**config.mk**
```make
export PLATFORM = sky130hd
export DESIGN_NAME = jtl_link_cfg
export DESIGN_NICKNAME = d
export VERILOG_FILES = /design/src/logic/jtl_pkg.sv /design/src/logic/jtl_link_cfg.sv
export SDC_FILE = /design/constraint.sdc
export NUM_CORES = 1
export LEC_CHECK = 0
export BUFFER_PORTS_ARGS = -buffer_cell sky130_fd_sc_hd__buf_2
export CAP_MARGIN = 20
export CORE_UTILIZATION = 46
export CTS_CLUSTER_DIAMETER = 200
export DETAILED_ROUTE_END_ITERATION = 10
export HOLD_SLACK_MARGIN = 0.08
export PLACE_DENSITY = 0.8
export SETUP_SLACK_MARGIN = 0.02
export SLEW_MARGIN = 20
export SYNTH_ARGS = -nofsm -noshare
export SYNTH_HDL_FRONTEND = slang
export SYNTH_SLANG_ARGS = --single-unit
```
**constraint.sdc**
```tcl
create_clock -name clk_i -period 2.85 [get_ports clk_i]
set_input_delay 0.1425 -clock clk_i [delete_from_list [all_inputs] [get_ports clk_i]]
set_output_delay 0.1425 -clock clk_i [all_outputs]
set_load 0.05 [all_outputs]
```
**src/logic/jtl_pkg.sv**
```systemverilog
// constants, field layouts and types for the transmit link config bank
// assumes one 200 mhz clock and a word-addressed register map
package jtl_pkg;
   // register indices; byte address is four times the index
   localparam logic [11:0] IDX_ALIGN_TEST = 12'h574;
   localparam logic [11:0] IDX_LMFC_OFF = 12'h578;
   localparam logic [11:0] IDX_DEV_ID = 12'h580;
   localparam logic [11:0] IDX_BANK_ID = 12'h581;
   localparam logic [11:0] IDX_LANE0_ID = 12'h583;
   localparam logic [11:0] IDX_LANE1_ID = 12'h585;
   localparam logic [11:0] IDX_SCR_LANES = 12'h58b;
   localparam logic [11:0] IDX_OCTETS = 12'h58c;
   localparam int SCR_BIT = 7;
   localparam int DLY_LSB = 4;
   localparam logic [7:0] RST_DEV_ID = 8'h00;
   localparam logic [3:0] RST_BANK_ID = 4'h0;
   localparam logic [4:0] RST_LANE0_ID = 5'h00;
   localparam logic [4:0] RST_LANE1_ID = 5'h02;
   localparam logic RST_SCR_EN = 1'b1;
   localparam logic [4:0] RST_LMFC_OFF = 5'h00;
   localparam logic [3:0] RST_ILAS_DLY = 4'h0;
   localparam logic [2:0] RST_TEST_SEL = 3'h0;
   localparam logic [4:0] LANE_COUNT = 5'h01;
   localparam logic [7:0] OCTETS_M1 = 8'h01;
   // frames per multiframe lies outside this bank; the counter wraps at 32
   localparam logic [4:0] LMFC_LAST = 5'h1f;
   localparam logic [7:0] D21_5_OCTET = 8'hb5;

   typedef enum logic [2:0] {
      JTL_NORMAL = 3'b000,
      JTL_D21_5 = 3'b001,
      JTL_RPAT = 3'b100,
      JTL_JSPAT = 3'b101,
      JTL_JTSPAT = 3'b110
   } jtl_mode_t;

   typedef enum logic [1:0] {
      JTL_IDLE = 2'b00,
      JTL_WAIT = 2'b01,
      JTL_RUN = 2'b10
   } jtl_state_t;

   typedef struct packed {
      logic [7:0] dev_id;
      logic [3:0] bank_id;
      logic [4:0] lane0_id;
      logic [4:0] lane1_id;
      logic scr_en;
      logic [4:0] lmfc_off;
      logic [3:0] ilas_dly;
      logic [2:0] test_sel;
   } jtl_cfg_t;
endpackage
```
**src/logic/jtl_link_cfg.sv**
```systemverilog
// register bank and alignment timing for the transmit link
// assumes an avalon-mm master that holds each request until waitrequest low
`timescale 1ns/100ps
`default_nettype none
module jtl_link_cfg (
   input wire logic clk_i,
   input wire logic rst_n_i,
   input wire logic [13:0] avs_address_i,
   input wire logic avs_read_i,
   input wire logic avs_write_i,
   input wire logic [31:0] avs_writedata_i,
   output logic [31:0] avs_readdata_o,
   output logic avs_waitrequest_o,
   input wire logic sync_n_i,
   input wire logic sysref_i,
   output var jtl_pkg::jtl_cfg_t cfg_o,
   output logic [4:0] lmfc_phase_o,
   output logic lmfc_edge_o,
   output logic ilas_start_o,
   output var jtl_pkg::jtl_mode_t link_mode_o,
   output logic [7:0] test_octet_o
);
   logic [11:0] idx;
   logic acc_go;
   logic wr_go;
   logic [31:0] next_rdata;
   logic [7:0] wd;
   jtl_pkg::jtl_state_t state;
   logic [3:0] edge_cnt;
   logic sync_q;

   assign idx = avs_address_i[13:2];
   assign wd = avs_writedata_i[7:0];
   // first cycle of a request is accepted, the next one completes it
   assign acc_go = (avs_read_i | avs_write_i) & avs_waitrequest_o;
   assign wr_go = avs_write_i & ~avs_waitrequest_o;

   always_ff @(posedge clk_i or negedge rst_n_i) begin
      if (!rst_n_i) begin
         avs_waitrequest_o <= 1'b1;
      end else begin
         avs_waitrequest_o <= ~acc_go;
      end
   end

   always_ff @(posedge clk_i or negedge rst_n_i) begin
      if (!rst_n_i) begin
         cfg_o.dev_id <= jtl_pkg::RST_DEV_ID;
         cfg_o.bank_id <= jtl_pkg::RST_BANK_ID;
         cfg_o.lane0_id <= jtl_pkg::RST_LANE0_ID;
         cfg_o.lane1_id <= jtl_pkg::RST_LANE1_ID;
         cfg_o.scr_en <= jtl_pkg::RST_SCR_EN;
         cfg_o.lmfc_off <= jtl_pkg::RST_LMFC_OFF;
         cfg_o.ilas_dly <= jtl_pkg::RST_ILAS_DLY;
         cfg_o.test_sel <= jtl_pkg::RST_TEST_SEL;
      end else if (wr_go) begin
         unique case (idx)
            jtl_pkg::IDX_ALIGN_TEST: begin
               cfg_o.ilas_dly <= wd[jtl_pkg::DLY_LSB +: 4];
               cfg_o.test_sel <= wd[2:0];
            end
            jtl_pkg::IDX_LMFC_OFF: cfg_o.lmfc_off <= wd[4:0];
            jtl_pkg::IDX_DEV_ID: cfg_o.dev_id <= wd;
            jtl_pkg::IDX_BANK_ID: cfg_o.bank_id <= wd[3:0];
            jtl_pkg::IDX_LANE0_ID: cfg_o.lane0_id <= wd[4:0];
            jtl_pkg::IDX_LANE1_ID: cfg_o.lane1_id <= wd[4:0];
            jtl_pkg::IDX_SCR_LANES: cfg_o.scr_en <= wd[jtl_pkg::SCR_BIT];
            default: begin
            end
         endcase
      end
   end

   always_comb begin
      next_rdata = 32'h0000_0000;
      unique case (idx)
         jtl_pkg::IDX_ALIGN_TEST:
            next_rdata[7:0] = {cfg_o.ilas_dly, 1'b0, cfg_o.test_sel};
         jtl_pkg::IDX_LMFC_OFF: next_rdata[7:0] = {3'h0, cfg_o.lmfc_off};
         jtl_pkg::IDX_DEV_ID: next_rdata[7:0] = cfg_o.dev_id;
         jtl_pkg::IDX_BANK_ID: next_rdata[7:0] = {4'h0, cfg_o.bank_id};
         jtl_pkg::IDX_LANE0_ID: next_rdata[7:0] = {3'h0, cfg_o.lane0_id};
         jtl_pkg::IDX_LANE1_ID: next_rdata[7:0] = {3'h0, cfg_o.lane1_id};
         jtl_pkg::IDX_SCR_LANES:
            next_rdata[7:0] = {cfg_o.scr_en, 2'h0, jtl_pkg::LANE_COUNT};
         jtl_pkg::IDX_OCTETS: next_rdata[7:0] = jtl_pkg::OCTETS_M1;
         default: next_rdata = 32'h0000_0000;
      endcase
   end

   always_ff @(posedge clk_i or negedge rst_n_i) begin
      if (!rst_n_i) begin
         avs_readdata_o <= 32'h0000_0000;
      end else if (acc_go & avs_read_i) begin
         avs_readdata_o <= next_rdata;
      end
   end

   always_ff @(posedge clk_i or negedge rst_n_i) begin
      if (!rst_n_i) begin
         lmfc_phase_o <= 5'h00;
         lmfc_edge_o <= 1'b0;
      end else if (sysref_i) begin
         lmfc_phase_o <= cfg_o.lmfc_off;
         lmfc_edge_o <= (cfg_o.lmfc_off == 5'h00);
      end else begin
         lmfc_phase_o <= lmfc_phase_o + 5'h01;
         lmfc_edge_o <= (lmfc_phase_o == jtl_pkg::LMFC_LAST);
      end
   end

   // sync idles high; reset to that level so reset is no false release
   always_ff @(posedge clk_i or negedge rst_n_i) begin
      if (!rst_n_i) begin
         sync_q <= 1'b1;
      end else begin
         sync_q <= sync_n_i;
      end
   end

   always_ff @(posedge clk_i or negedge rst_n_i) begin
      if (!rst_n_i) begin
         state <= jtl_pkg::JTL_IDLE;
         edge_cnt <= 4'h0;
         ilas_start_o <= 1'b0;
      end else begin
         ilas_start_o <= 1'b0;
         if (!sync_n_i) begin
            state <= jtl_pkg::JTL_IDLE;
         end else begin
            unique case (state)
               jtl_pkg::JTL_IDLE: begin
                  if (!sync_q) begin
                     state <= jtl_pkg::JTL_WAIT;
                     edge_cnt <= 4'h0;
                  end
               end
               jtl_pkg::JTL_WAIT: begin
                  if (lmfc_edge_o) begin
                     edge_cnt <= edge_cnt + 4'h1;
                     if (edge_cnt == cfg_o.ilas_dly) begin
                        ilas_start_o <= 1'b1;
                        state <= jtl_pkg::JTL_RUN;
                     end
                  end
               end
               jtl_pkg::JTL_RUN: state <= jtl_pkg::JTL_RUN;
               default: state <= jtl_pkg::JTL_IDLE;
            endcase
         end
      end
   end

   // test selector decode
   // reserved codes fall back to normal so the lanes never carry junk
   always_ff @(posedge clk_i or negedge rst_n_i) begin
      if (!rst_n_i) begin
         link_mode_o <= jtl_pkg::JTL_NORMAL;
         test_octet_o <= 8'h00;
      end else begin
         test_octet_o <= 8'h00;
         unique case (cfg_o.test_sel)
            3'b001: begin
               link_mode_o <= jtl_pkg::JTL_D21_5;
               test_octet_o <= jtl_pkg::D21_5_OCTET;
            end
            3'b100: link_mode_o <= jtl_pkg::JTL_RPAT;
            3'b101: link_mode_o <= jtl_pkg::JTL_JSPAT;
            3'b110: link_mode_o <= jtl_pkg::JTL_JTSPAT;
            default: link_mode_o <= jtl_pkg::JTL_NORMAL;
         endcase
      end
   end

   property p_ilas_start;
      @(posedge clk_i) disable iff (!rst_n_i)
      (sync_n_i && state == jtl_pkg::JTL_WAIT && lmfc_edge_o &&
       edge_cnt == cfg_o.ilas_dly) |=> ilas_start_o;
   endproperty
   a_ilas_start: assert property (p_ilas_start)
      else $error("alignment start missed its lmfc edge");

   property p_ilas_cause;
      @(posedge clk_i) disable iff (!rst_n_i)
      ilas_start_o |-> $past(lmfc_edge_o) && $past(edge_cnt) ==
         $past(cfg_o.ilas_dly) && sync_q;
   endproperty
   a_ilas_cause: assert property (p_ilas_cause)
      else $error("alignment start without matching edge count");

   property p_d21;
      @(posedge clk_i) disable iff (!rst_n_i)
      (cfg_o.test_sel == 3'b001) |=> (test_octet_o == 8'hb5) &&
         (link_mode_o == jtl_pkg::JTL_D21_5);
   endproperty
   a_d21: assert property (p_d21)
      else $error("d21.5 test octet not sent");

   property p_normal;
      @(posedge clk_i) disable iff (!rst_n_i)
      (cfg_o.test_sel == 3'b000) [*2] |-> link_mode_o == jtl_pkg::JTL_NORMAL;
   endproperty
   a_normal: assert property (p_normal)
      else $error("normal mode not selected");

   property p_patterns;
      @(posedge clk_i) disable iff (!rst_n_i)
      (cfg_o.test_sel == 3'b100) |=> link_mode_o == jtl_pkg::JTL_RPAT;
   endproperty
   a_patterns: assert property (p_patterns)
      else $error("rpat not selected at code 100");

   property p_sysref;
      @(posedge clk_i) disable iff (!rst_n_i)
      sysref_i |=> lmfc_phase_o == $past(cfg_o.lmfc_off);
   endproperty
   a_sysref: assert property (p_sysref)
      else $error("lmfc phase not loaded with offset");

   property p_dev_id;
      @(posedge clk_i) disable iff (!rst_n_i)
      (wr_go && idx == jtl_pkg::IDX_DEV_ID) |=>
         cfg_o.dev_id == $past(avs_writedata_i[7:0]);
   endproperty
   a_dev_id: assert property (p_dev_id)
      else $error("device id write lost");

   property p_scr;
      @(posedge clk_i) disable iff (!rst_n_i)
      (wr_go && idx == jtl_pkg::IDX_SCR_LANES) |=>
         cfg_o.scr_en == $past(avs_writedata_i[7]);
   endproperty
   a_scr: assert property (p_scr)
      else $error("scrambler enable write lost");

   property p_ro_read;
      @(posedge clk_i) disable iff (!rst_n_i)
      (acc_go && avs_read_i && idx == jtl_pkg::IDX_OCTETS) |=>
         avs_readdata_o == 32'h0000_0001 && !avs_waitrequest_o;
   endproperty
   a_ro_read: assert property (p_ro_read)
      else $error("octets per frame reads wrong");

   property p_bank_rsv;
      @(posedge clk_i) disable iff (!rst_n_i)
      (acc_go && avs_read_i && idx == jtl_pkg::IDX_BANK_ID) |=>
         avs_readdata_o[31:4] == 28'h0000000;
   endproperty
   a_bank_rsv: assert property (p_bank_rsv)
      else $error("reserved bank id bits read nonzero");

   property p_jspat;
      @(posedge clk_i) disable iff (!rst_n_i)
      (cfg_o.test_sel == 3'b101) |=> link_mode_o == jtl_pkg::JTL_JSPAT;
   endproperty
   a_jspat: assert property (p_jspat)
      else $error("jspat not selected at code 101");

   property p_jtspat;
      @(posedge clk_i) disable iff (!rst_n_i)
      (cfg_o.test_sel == 3'b110) |=> link_mode_o == jtl_pkg::JTL_JTSPAT;
   endproperty
   a_jtspat: assert property (p_jtspat)
      else $error("jtspat not selected at code 110");

   property p_reserved;
      @(posedge clk_i) disable iff (!rst_n_i)
      (cfg_o.test_sel == 3'b010 || cfg_o.test_sel == 3'b011 ||
       cfg_o.test_sel == 3'b111) |=> link_mode_o == jtl_pkg::JTL_NORMAL;
   endproperty
   a_reserved: assert property (p_reserved)
      else $error("reserved test code did not fall back to normal");

   property p_octet_idle;
      @(posedge clk_i) disable iff (!rst_n_i)
      (cfg_o.test_sel != 3'b001) |=> test_octet_o == 8'h00;
   endproperty
   a_octet_idle: assert property (p_octet_idle)
      else $error("test octet sent outside d21.5 mode");

   property p_lmfc_count;
      @(posedge clk_i) disable iff (!rst_n_i)
      (!$past(sysref_i) && $past(rst_n_i)) |->
         lmfc_phase_o == $past(lmfc_phase_o) + 5'h01;
   endproperty
   a_lmfc_count: assert property (p_lmfc_count)
      else $error("lmfc phase did not advance by one");

   property p_lmfc_edge;
      @(posedge clk_i) disable iff (!rst_n_i)
      lmfc_edge_o |-> lmfc_phase_o == 5'h00;
   endproperty
   a_lmfc_edge: assert property (p_lmfc_edge)
      else $error("lmfc edge away from phase zero");

   property p_bank_id;
      @(posedge clk_i) disable iff (!rst_n_i)
      (wr_go && idx == jtl_pkg::IDX_BANK_ID) |=>
         cfg_o.bank_id == $past(avs_writedata_i[3:0]);
   endproperty
   a_bank_id: assert property (p_bank_id)
      else $error("bank id write lost");

   property p_lane0_id;
      @(posedge clk_i) disable iff (!rst_n_i)
      (wr_go && idx == jtl_pkg::IDX_LANE0_ID) |=>
         cfg_o.lane0_id == $past(avs_writedata_i[4:0]);
   endproperty
   a_lane0_id: assert property (p_lane0_id)
      else $error("lane 0 id write lost");

   property p_lane1_id;
      @(posedge clk_i) disable iff (!rst_n_i)
      (wr_go && idx == jtl_pkg::IDX_LANE1_ID) |=>
         cfg_o.lane1_id == $past(avs_writedata_i[4:0]);
   endproperty
   a_lane1_id: assert property (p_lane1_id)
      else $error("lane 1 id write lost");

   property p_lanes_ro;
      @(posedge clk_i) disable iff (!rst_n_i)
      (acc_go && avs_read_i && idx == jtl_pkg::IDX_SCR_LANES) |=>
         avs_readdata_o[4:0] == 5'h01 && avs_readdata_o[6:5] == 2'h0;
   endproperty
   a_lanes_ro: assert property (p_lanes_ro)
      else $error("lane count reads wrong");

   property p_rsv_read;
      @(posedge clk_i) disable iff (!rst_n_i)
      (acc_go && avs_read_i) |=>
         avs_readdata_o[31:8] == 24'h000000;
   endproperty
   a_rsv_read: assert property (p_rsv_read)
      else $error("upper read data bits nonzero");

   property p_ilas_once;
      @(posedge clk_i) disable iff (!rst_n_i)
      ilas_start_o |=> !ilas_start_o;
   endproperty
   a_ilas_once: assert property (p_ilas_once)
      else $error("alignment start longer than one cycle");

   property p_sync_abort;
      @(posedge clk_i) disable iff (!rst_n_i)
      !sync_n_i |=> state == jtl_pkg::JTL_IDLE && !ilas_start_o;
   endproperty
   a_sync_abort: assert property (p_sync_abort)
      else $error("sync request did not abort alignment");
endmodule
`default_nettype wire

```
After elaboration in Yosys (flattened, before gate mapping)
Cells that the tools add are included.
Word-level totals
  flip-flop bits (word level): 69
  bits of input ports: 52
  output and inout port bits: 86
  word-level logic and storage cells: 76
Operators by class
  add/subtract/negate cells: 2
  equality and inequality tests: 21
  muxes and demuxes: 17
  bitwise operators: 6
  reductions and logical operators: 12
Operator list (number)
  equality test 12 x 11 -> 1 bit, second input constant: 8
  one-hot mux 8 bit (8 select lines): 1
  AND reduction 2 bit: 7
  one-hot mux 3 bit (4 select lines): 1
  equality test 3 bit, second input constant: 3
  inequality test 3 bit, second input constant: 3
  2-to-1 mux 2 bit: 4
  2-to-1 mux 4 bit: 2
  2-to-1 mux 8 bit: 1
  one-hot mux 4 bit (2 select lines): 1
  one-hot mux 2 bit (3 select lines): 1
  adder 5 x 1 -> 5 bit, second input constant: 1
  equality test 5 bit, second input constant: 1
  zero test 5 bit: 1
  2-to-1 mux 1 bit: 5
  2-to-1 mux 5 bit: 1
  adder 4 x 1 -> 4 bit, second input constant: 1
  equality test 4 bit: 1
  inequality test 2 bit, second input constant: 2
  AND reduction 4 bit: 1
  AND 1 bit: 3
  equality test 3 x 1 -> 1 bit, second input constant: 1
  AND reduction 3 bit: 1
  equality test 2 x 1 -> 1 bit, second input constant: 1
  other kinds (5): 6

Depth between registers and ports, before layout
  depth after elaboration: 5
  gate-level depth with buffers: 7
  gate-level depth less buffers: 7

Worst setup path before layout
Ideal clock, no wire load.
  path type: reg-to-reg
  start: register lmfc_phase_o[0]
  end: register lmfc_phase_o[4]
  library setup time: 125 ps
  data arrival time: 1544 ps
  slack: 1181 ps
  stages on the path, launching flop included: 5
  clock period less this slack: 1669 ps
  cells stage by stage: dfrtp_1 -> ha_1 -> and3_1 -> ha_1 -> mux2_2
Between the ends
  word-level cells in the longest chain between the ends: 2
RTL lines
  start: declaration: line jtl_link_cfg.sv:17  | output logic [4:0] lmfc_phase_o,
  start signal: assignment: line jtl_link_cfg.sv:104  | lmfc_phase_o <= cfg_o.lmfc_off;
  start signal: assignment: line jtl_link_cfg.sv:107  | lmfc_phase_o <= lmfc_phase_o + 5'h01;
  adder 5 x 1 -> 5 bit: line jtl_link_cfg.sv:107
  2-to-1 mux 5 bit: line jtl_link_cfg.sv:103  | end else if (sysref_i) begin
No other way between the ends.
A chain may end at the register's enable or synchronous reset.

Worst setup path after layout
  start: input port avs_write_i
  end: register cfg_o[5] in the netlist's numbering
Between the ends
  word-level cells in the longest chain between the ends: 2
RTL lines
  start: declaration: line jtl_link_cfg.sv:10  | input wire logic avs_write_i,
  AND 1 bit: line jtl_link_cfg.sv:36  | assign wr_go = avs_write_i & ~avs_waitrequest_o;
  AND reduction 2 bit (no source line)
  end: declaration: line jtl_link_cfg.sv:16  | output var jtl_pkg::jtl_cfg_t cfg_o,
No other way between the ends.

==> summary.md <==
| Metric | Value |
|---|---|
| Post-CTS sizing | `0` |
| Register area | `about 0.0016 mm^2` |
| Placer Congestion | `0.885` |
| Site Rows | `30` |
| Yosys warning total | `0` |
| Final ANT Viol Nets | `0` |
| Place WS | `roughly 0.9 ns` |
| Root buf cell | `clkbuf_8` |
| Layout Nets | `around 440` |
| Setup TNS Final | `0 ns` |
| Slew headroom | `between 60 and 70%` |
| Period minus WS final | `1.72 ns` |
| Post-Synthesis Cell Area | `between 0.003 and 0.004 mm^2` |
| Total iterations of the first detailed-routing run | `4` |
| Hold/Removal Path Class | `input pin to flop` |
| Total GRT Usage | `about a fifth` |
| Share of layout cells above drive strength 1 | `39.0%` |
| Power Total | `approximately 2.1 mW` |
| Met2 GRT Util | `between 30% and 40%` |
| Worst Skew | `~0.0094 ns` |
| Number of flops mapped to enable cells by yosys | `0` |
| Mean Syn Cell Area | `11.4 um^2` |
| Sink Count | `between 60 and 70` |
| Post-DP HPWL | `between 5 and 6 mm` |
| Tightest Pin Transition | `between 0.5 and 0.6 ns` |
| VDD IR-drop max | `around 330 uV` |
| Area growth, synth to finish | `19.0%` |
| Die width | `between 80 and 90 um` |
| CTS HTree Levels | `3` |
| Pin count of the biggest net entering global routing | `47` |
| Total Wirelength | `about 7.2 mm` |
| Run status | `finished, final reports clean` |
| Via count | `between 2k and 3k` |
| Post-placement cell count | `459` |
| Clock Latency Late Sink | `between 0.3 and 0.4 ns` |
| Area of the multi-input gates | `0.00157 mm^2` |
| Die Y | `87.0 um` |
| CTS tree | `done` |
| Met1 Usage GRT | `between 20% and 30%` |
| Global-route wire length before repair | `~11 mm` |
| Die Footprint | `around 0.0076 mm^2` |
| Number of post-CTS setup repair buffers | `0` |
| Pleak | `2.03 nW` |
| Arrival time worst endpoint | `around 1.9 ns` |
| Initial antenna violation count | `0` |
| Vias in the first global route | `2263` |
| Achievable frequency | `about 0.58 GHz` |
| Mapped Cells | `slightly below 300` |
| CORE AREA | `just under 0.007 mm^2` |
| RSZ-0062 raised after global routing | `no` |
| Worst path required time | `about 3 ns` |
| CTS clock-pin slew for the worst setup and hold paths | `about 0.060 ns` |
| Core Util, Final | `57.6%` |
| Diode count | `0` |
| Max Slew Vio Count | `0` |
| Worst setup path class | `input pin to flop` |
| Gr ovfl total | `0` |
| Filler cells | `615` |
| Startpoint Class | `input pin` |
| IO buf count | `84` |
| # DRC | `0` |
| Initial Util | `slightly below 50%` |
| Total CTS buffers | `9` |
| Grt met3 use | `between 5 and 6%` |
| Num ports | `approximately 140` |
| Most frequent cells in the layout | `buf_2, dfrtp_1, mux2_2` |
| Synth Flop Type | `dfrtp_1` |
| Synth Register Bits | `62` |
| GR peak layer | `met2` |
| Post-route insts no fill | `around 480` |
| CP max FO | `7` |
| Vias/cell | `~5.2` |
| Share of the yosys chip area belonging to registers | `about 47%` |
| DR WL/cell | `14.9 um` |
| Max clock buf depth | `2` |
| Power Dens Cells | `~520 mW/mm^2` |
| Final setup fails | `0` |
| Commonest non-fill, non-tap cell in the layout | `buf_2` |
| Hold violation count in the final report | `0` |
| Crit share post-route | `60.2%` |
| Max-cap viol count | `0` |
| Crit. End Element | `flop` |
| Fraction of registers with async set/reset | `100%` |
| Setup WS post-layout | `around 1.1 ns` |
| Initial DRC count | `roughly 140` |
| Library cells used by synthesis | `61` |
-- metrics by stage --
step | area, um^2 | hold WS, ns
floorplan | 3420 | -0.153
global placement | 3700 | 0.0825
finish | 3960 | 0.100
global route | 3960 | 0.0931
detailed placement | 3700 | 0.0937
CTS | 3960 | 0.0838
-- cell usage after synthesis, types with 3 or more instances --
| cell type | count | area (um^2) |
|---|---|---|
| nor3_1 | 3 | 15.0 |
| and2_1 | 3 | 18.8 |
| mux2_1 | 5 | 56.3 |
| o21ai_0 | 9 | 45.0 |
| buf_2 | 5 | 25.0 |
| clkbuf_1 | 4 | 15.0 |
| ha_1 | 6 | 75.1 |
| nand2_1 | 23 | 86.3 |
| buf_4 | 31 | 233 |
| dfstp_2 | 4 | 105 |
| nor2b_1 | 5 | 31.3 |
| a2bb2oi_1 | 3 | 26.3 |
| mux2i_1 | 5 | 50.1 |
| inv_1 | 5 | 18.8 |
| a21oi_1 | 3 | 15.0 |
| nor2_1 | 9 | 33.8 |
| o21ai_1 | 3 | 15.0 |
| xnor2_1 | 5 | 43.8 |
| nor3_4 | 3 | 48.8 |
| mux2_2 | 33 | 372 |
| a22oi_1 | 6 | 45.0 |
| o31ai_1 | 3 | 22.5 |
| dfrtp_1 | 58 | 1450 |
| nand3_1 | 7 | 35.0 |
| nand4_1 | 4 | 25.0 |
| xor2_1 | 3 | 26.3 |
-- state kept, by name (all words and copies together), names as in the netlist --
signal / flops
avs_readdata_o: 8
avs_waitrequest_o: 1
cfg_o: 35
edge_cnt: 4
ilas_start_o: 1
link_mode_o: 3
lmfc_edge_o: 1
lmfc_phase_o: 5
state: 2
sync_q: 1
test_octet_o: 1
-- metal layers --
| metal | share of wire (%) | vias to the layer above | wire, um |
|---|---|---|---|
| met5 | 0 | - | 0 |
| met4 | 1.5 | 0 | 107 |
| met3 | 7.1 | 9 | 513 |
| met2 | 45 | 108 | 3220 |
| met1 | 47 | 1206 | 3350 |
| li1 | - | 1179 | - |
-- final cells by class --
class / instances / share of cell area (%)
sequential: 62 / 39.4
clock buffer: 11 / 3.57
multi-input combinational: 211 / 39.8
timing repair buffer: 92 / 12.6
tap: 96 / 3.04
inverter: 5 / 0.475
clock inverter: 4 / 1.20
-- what timing repair did --
action,4_1_cts,5_1_grt
hold endpoints to repair,25,0
endpoints found under the setup margin,0,0
hold buffers,7,0
-- logic make-up (layout without fill, tap and decap cells) --
family	count (synthesis)	count (layout)	share of synthesized area [%]
AND/OR/NAND/NOR	82	82	15.7
flip-flops	62	62	46.8
buffers and inverters	45	112	8.77
AO/OA/AOI/OAI	44	44	9.41
multiplexers	44	44	14.8
XOR/XNOR	8	8	2.11
adder cells (fa/ha/maj)	6	6	2.26
other	1	27	0.113
-- worst paths after layout --
kind	start	endpoint	slack [ns]	depth (start not counted)
min in group asynchronous	rst_n_i	lmfc_phase_o[3]	0.26	2
worst max-delay path	avs_write_i	cfg_o[5]	1.13	5
worst min register to register	avs_readdata_o[6]	avs_readdata_o[6]	0.49	2
worst max register to register	avs_waitrequest_o	cfg_o[32]	1.21	3
max in group asynchronous	rst_n_i	avs_waitrequest_o	1.67	3
worst min-delay path	avs_writedata_i[3]	cfg_o[16]	0.10	2
-- power breakdown --
| part | internal [mW] | switching (mW) | total (mW) |
|---|---|---|---|
| clock network | 0.420 | 0.327 | 0.747 |
| registers | 0.913 | 0.0268 | 0.940 |
| logic | 0.116 | 0.265 | 0.381 |
| total | 1.45 | 0.618 | 2.07 |
-- worst max-delay path: stages --
cell and delay, ns:
dlygate4sd3_1 0.52, buf_2 0.12, nor2b_1 0.33, and3_1 0.45, mux2_2 0.38
(Power assumes the default switching activity.)
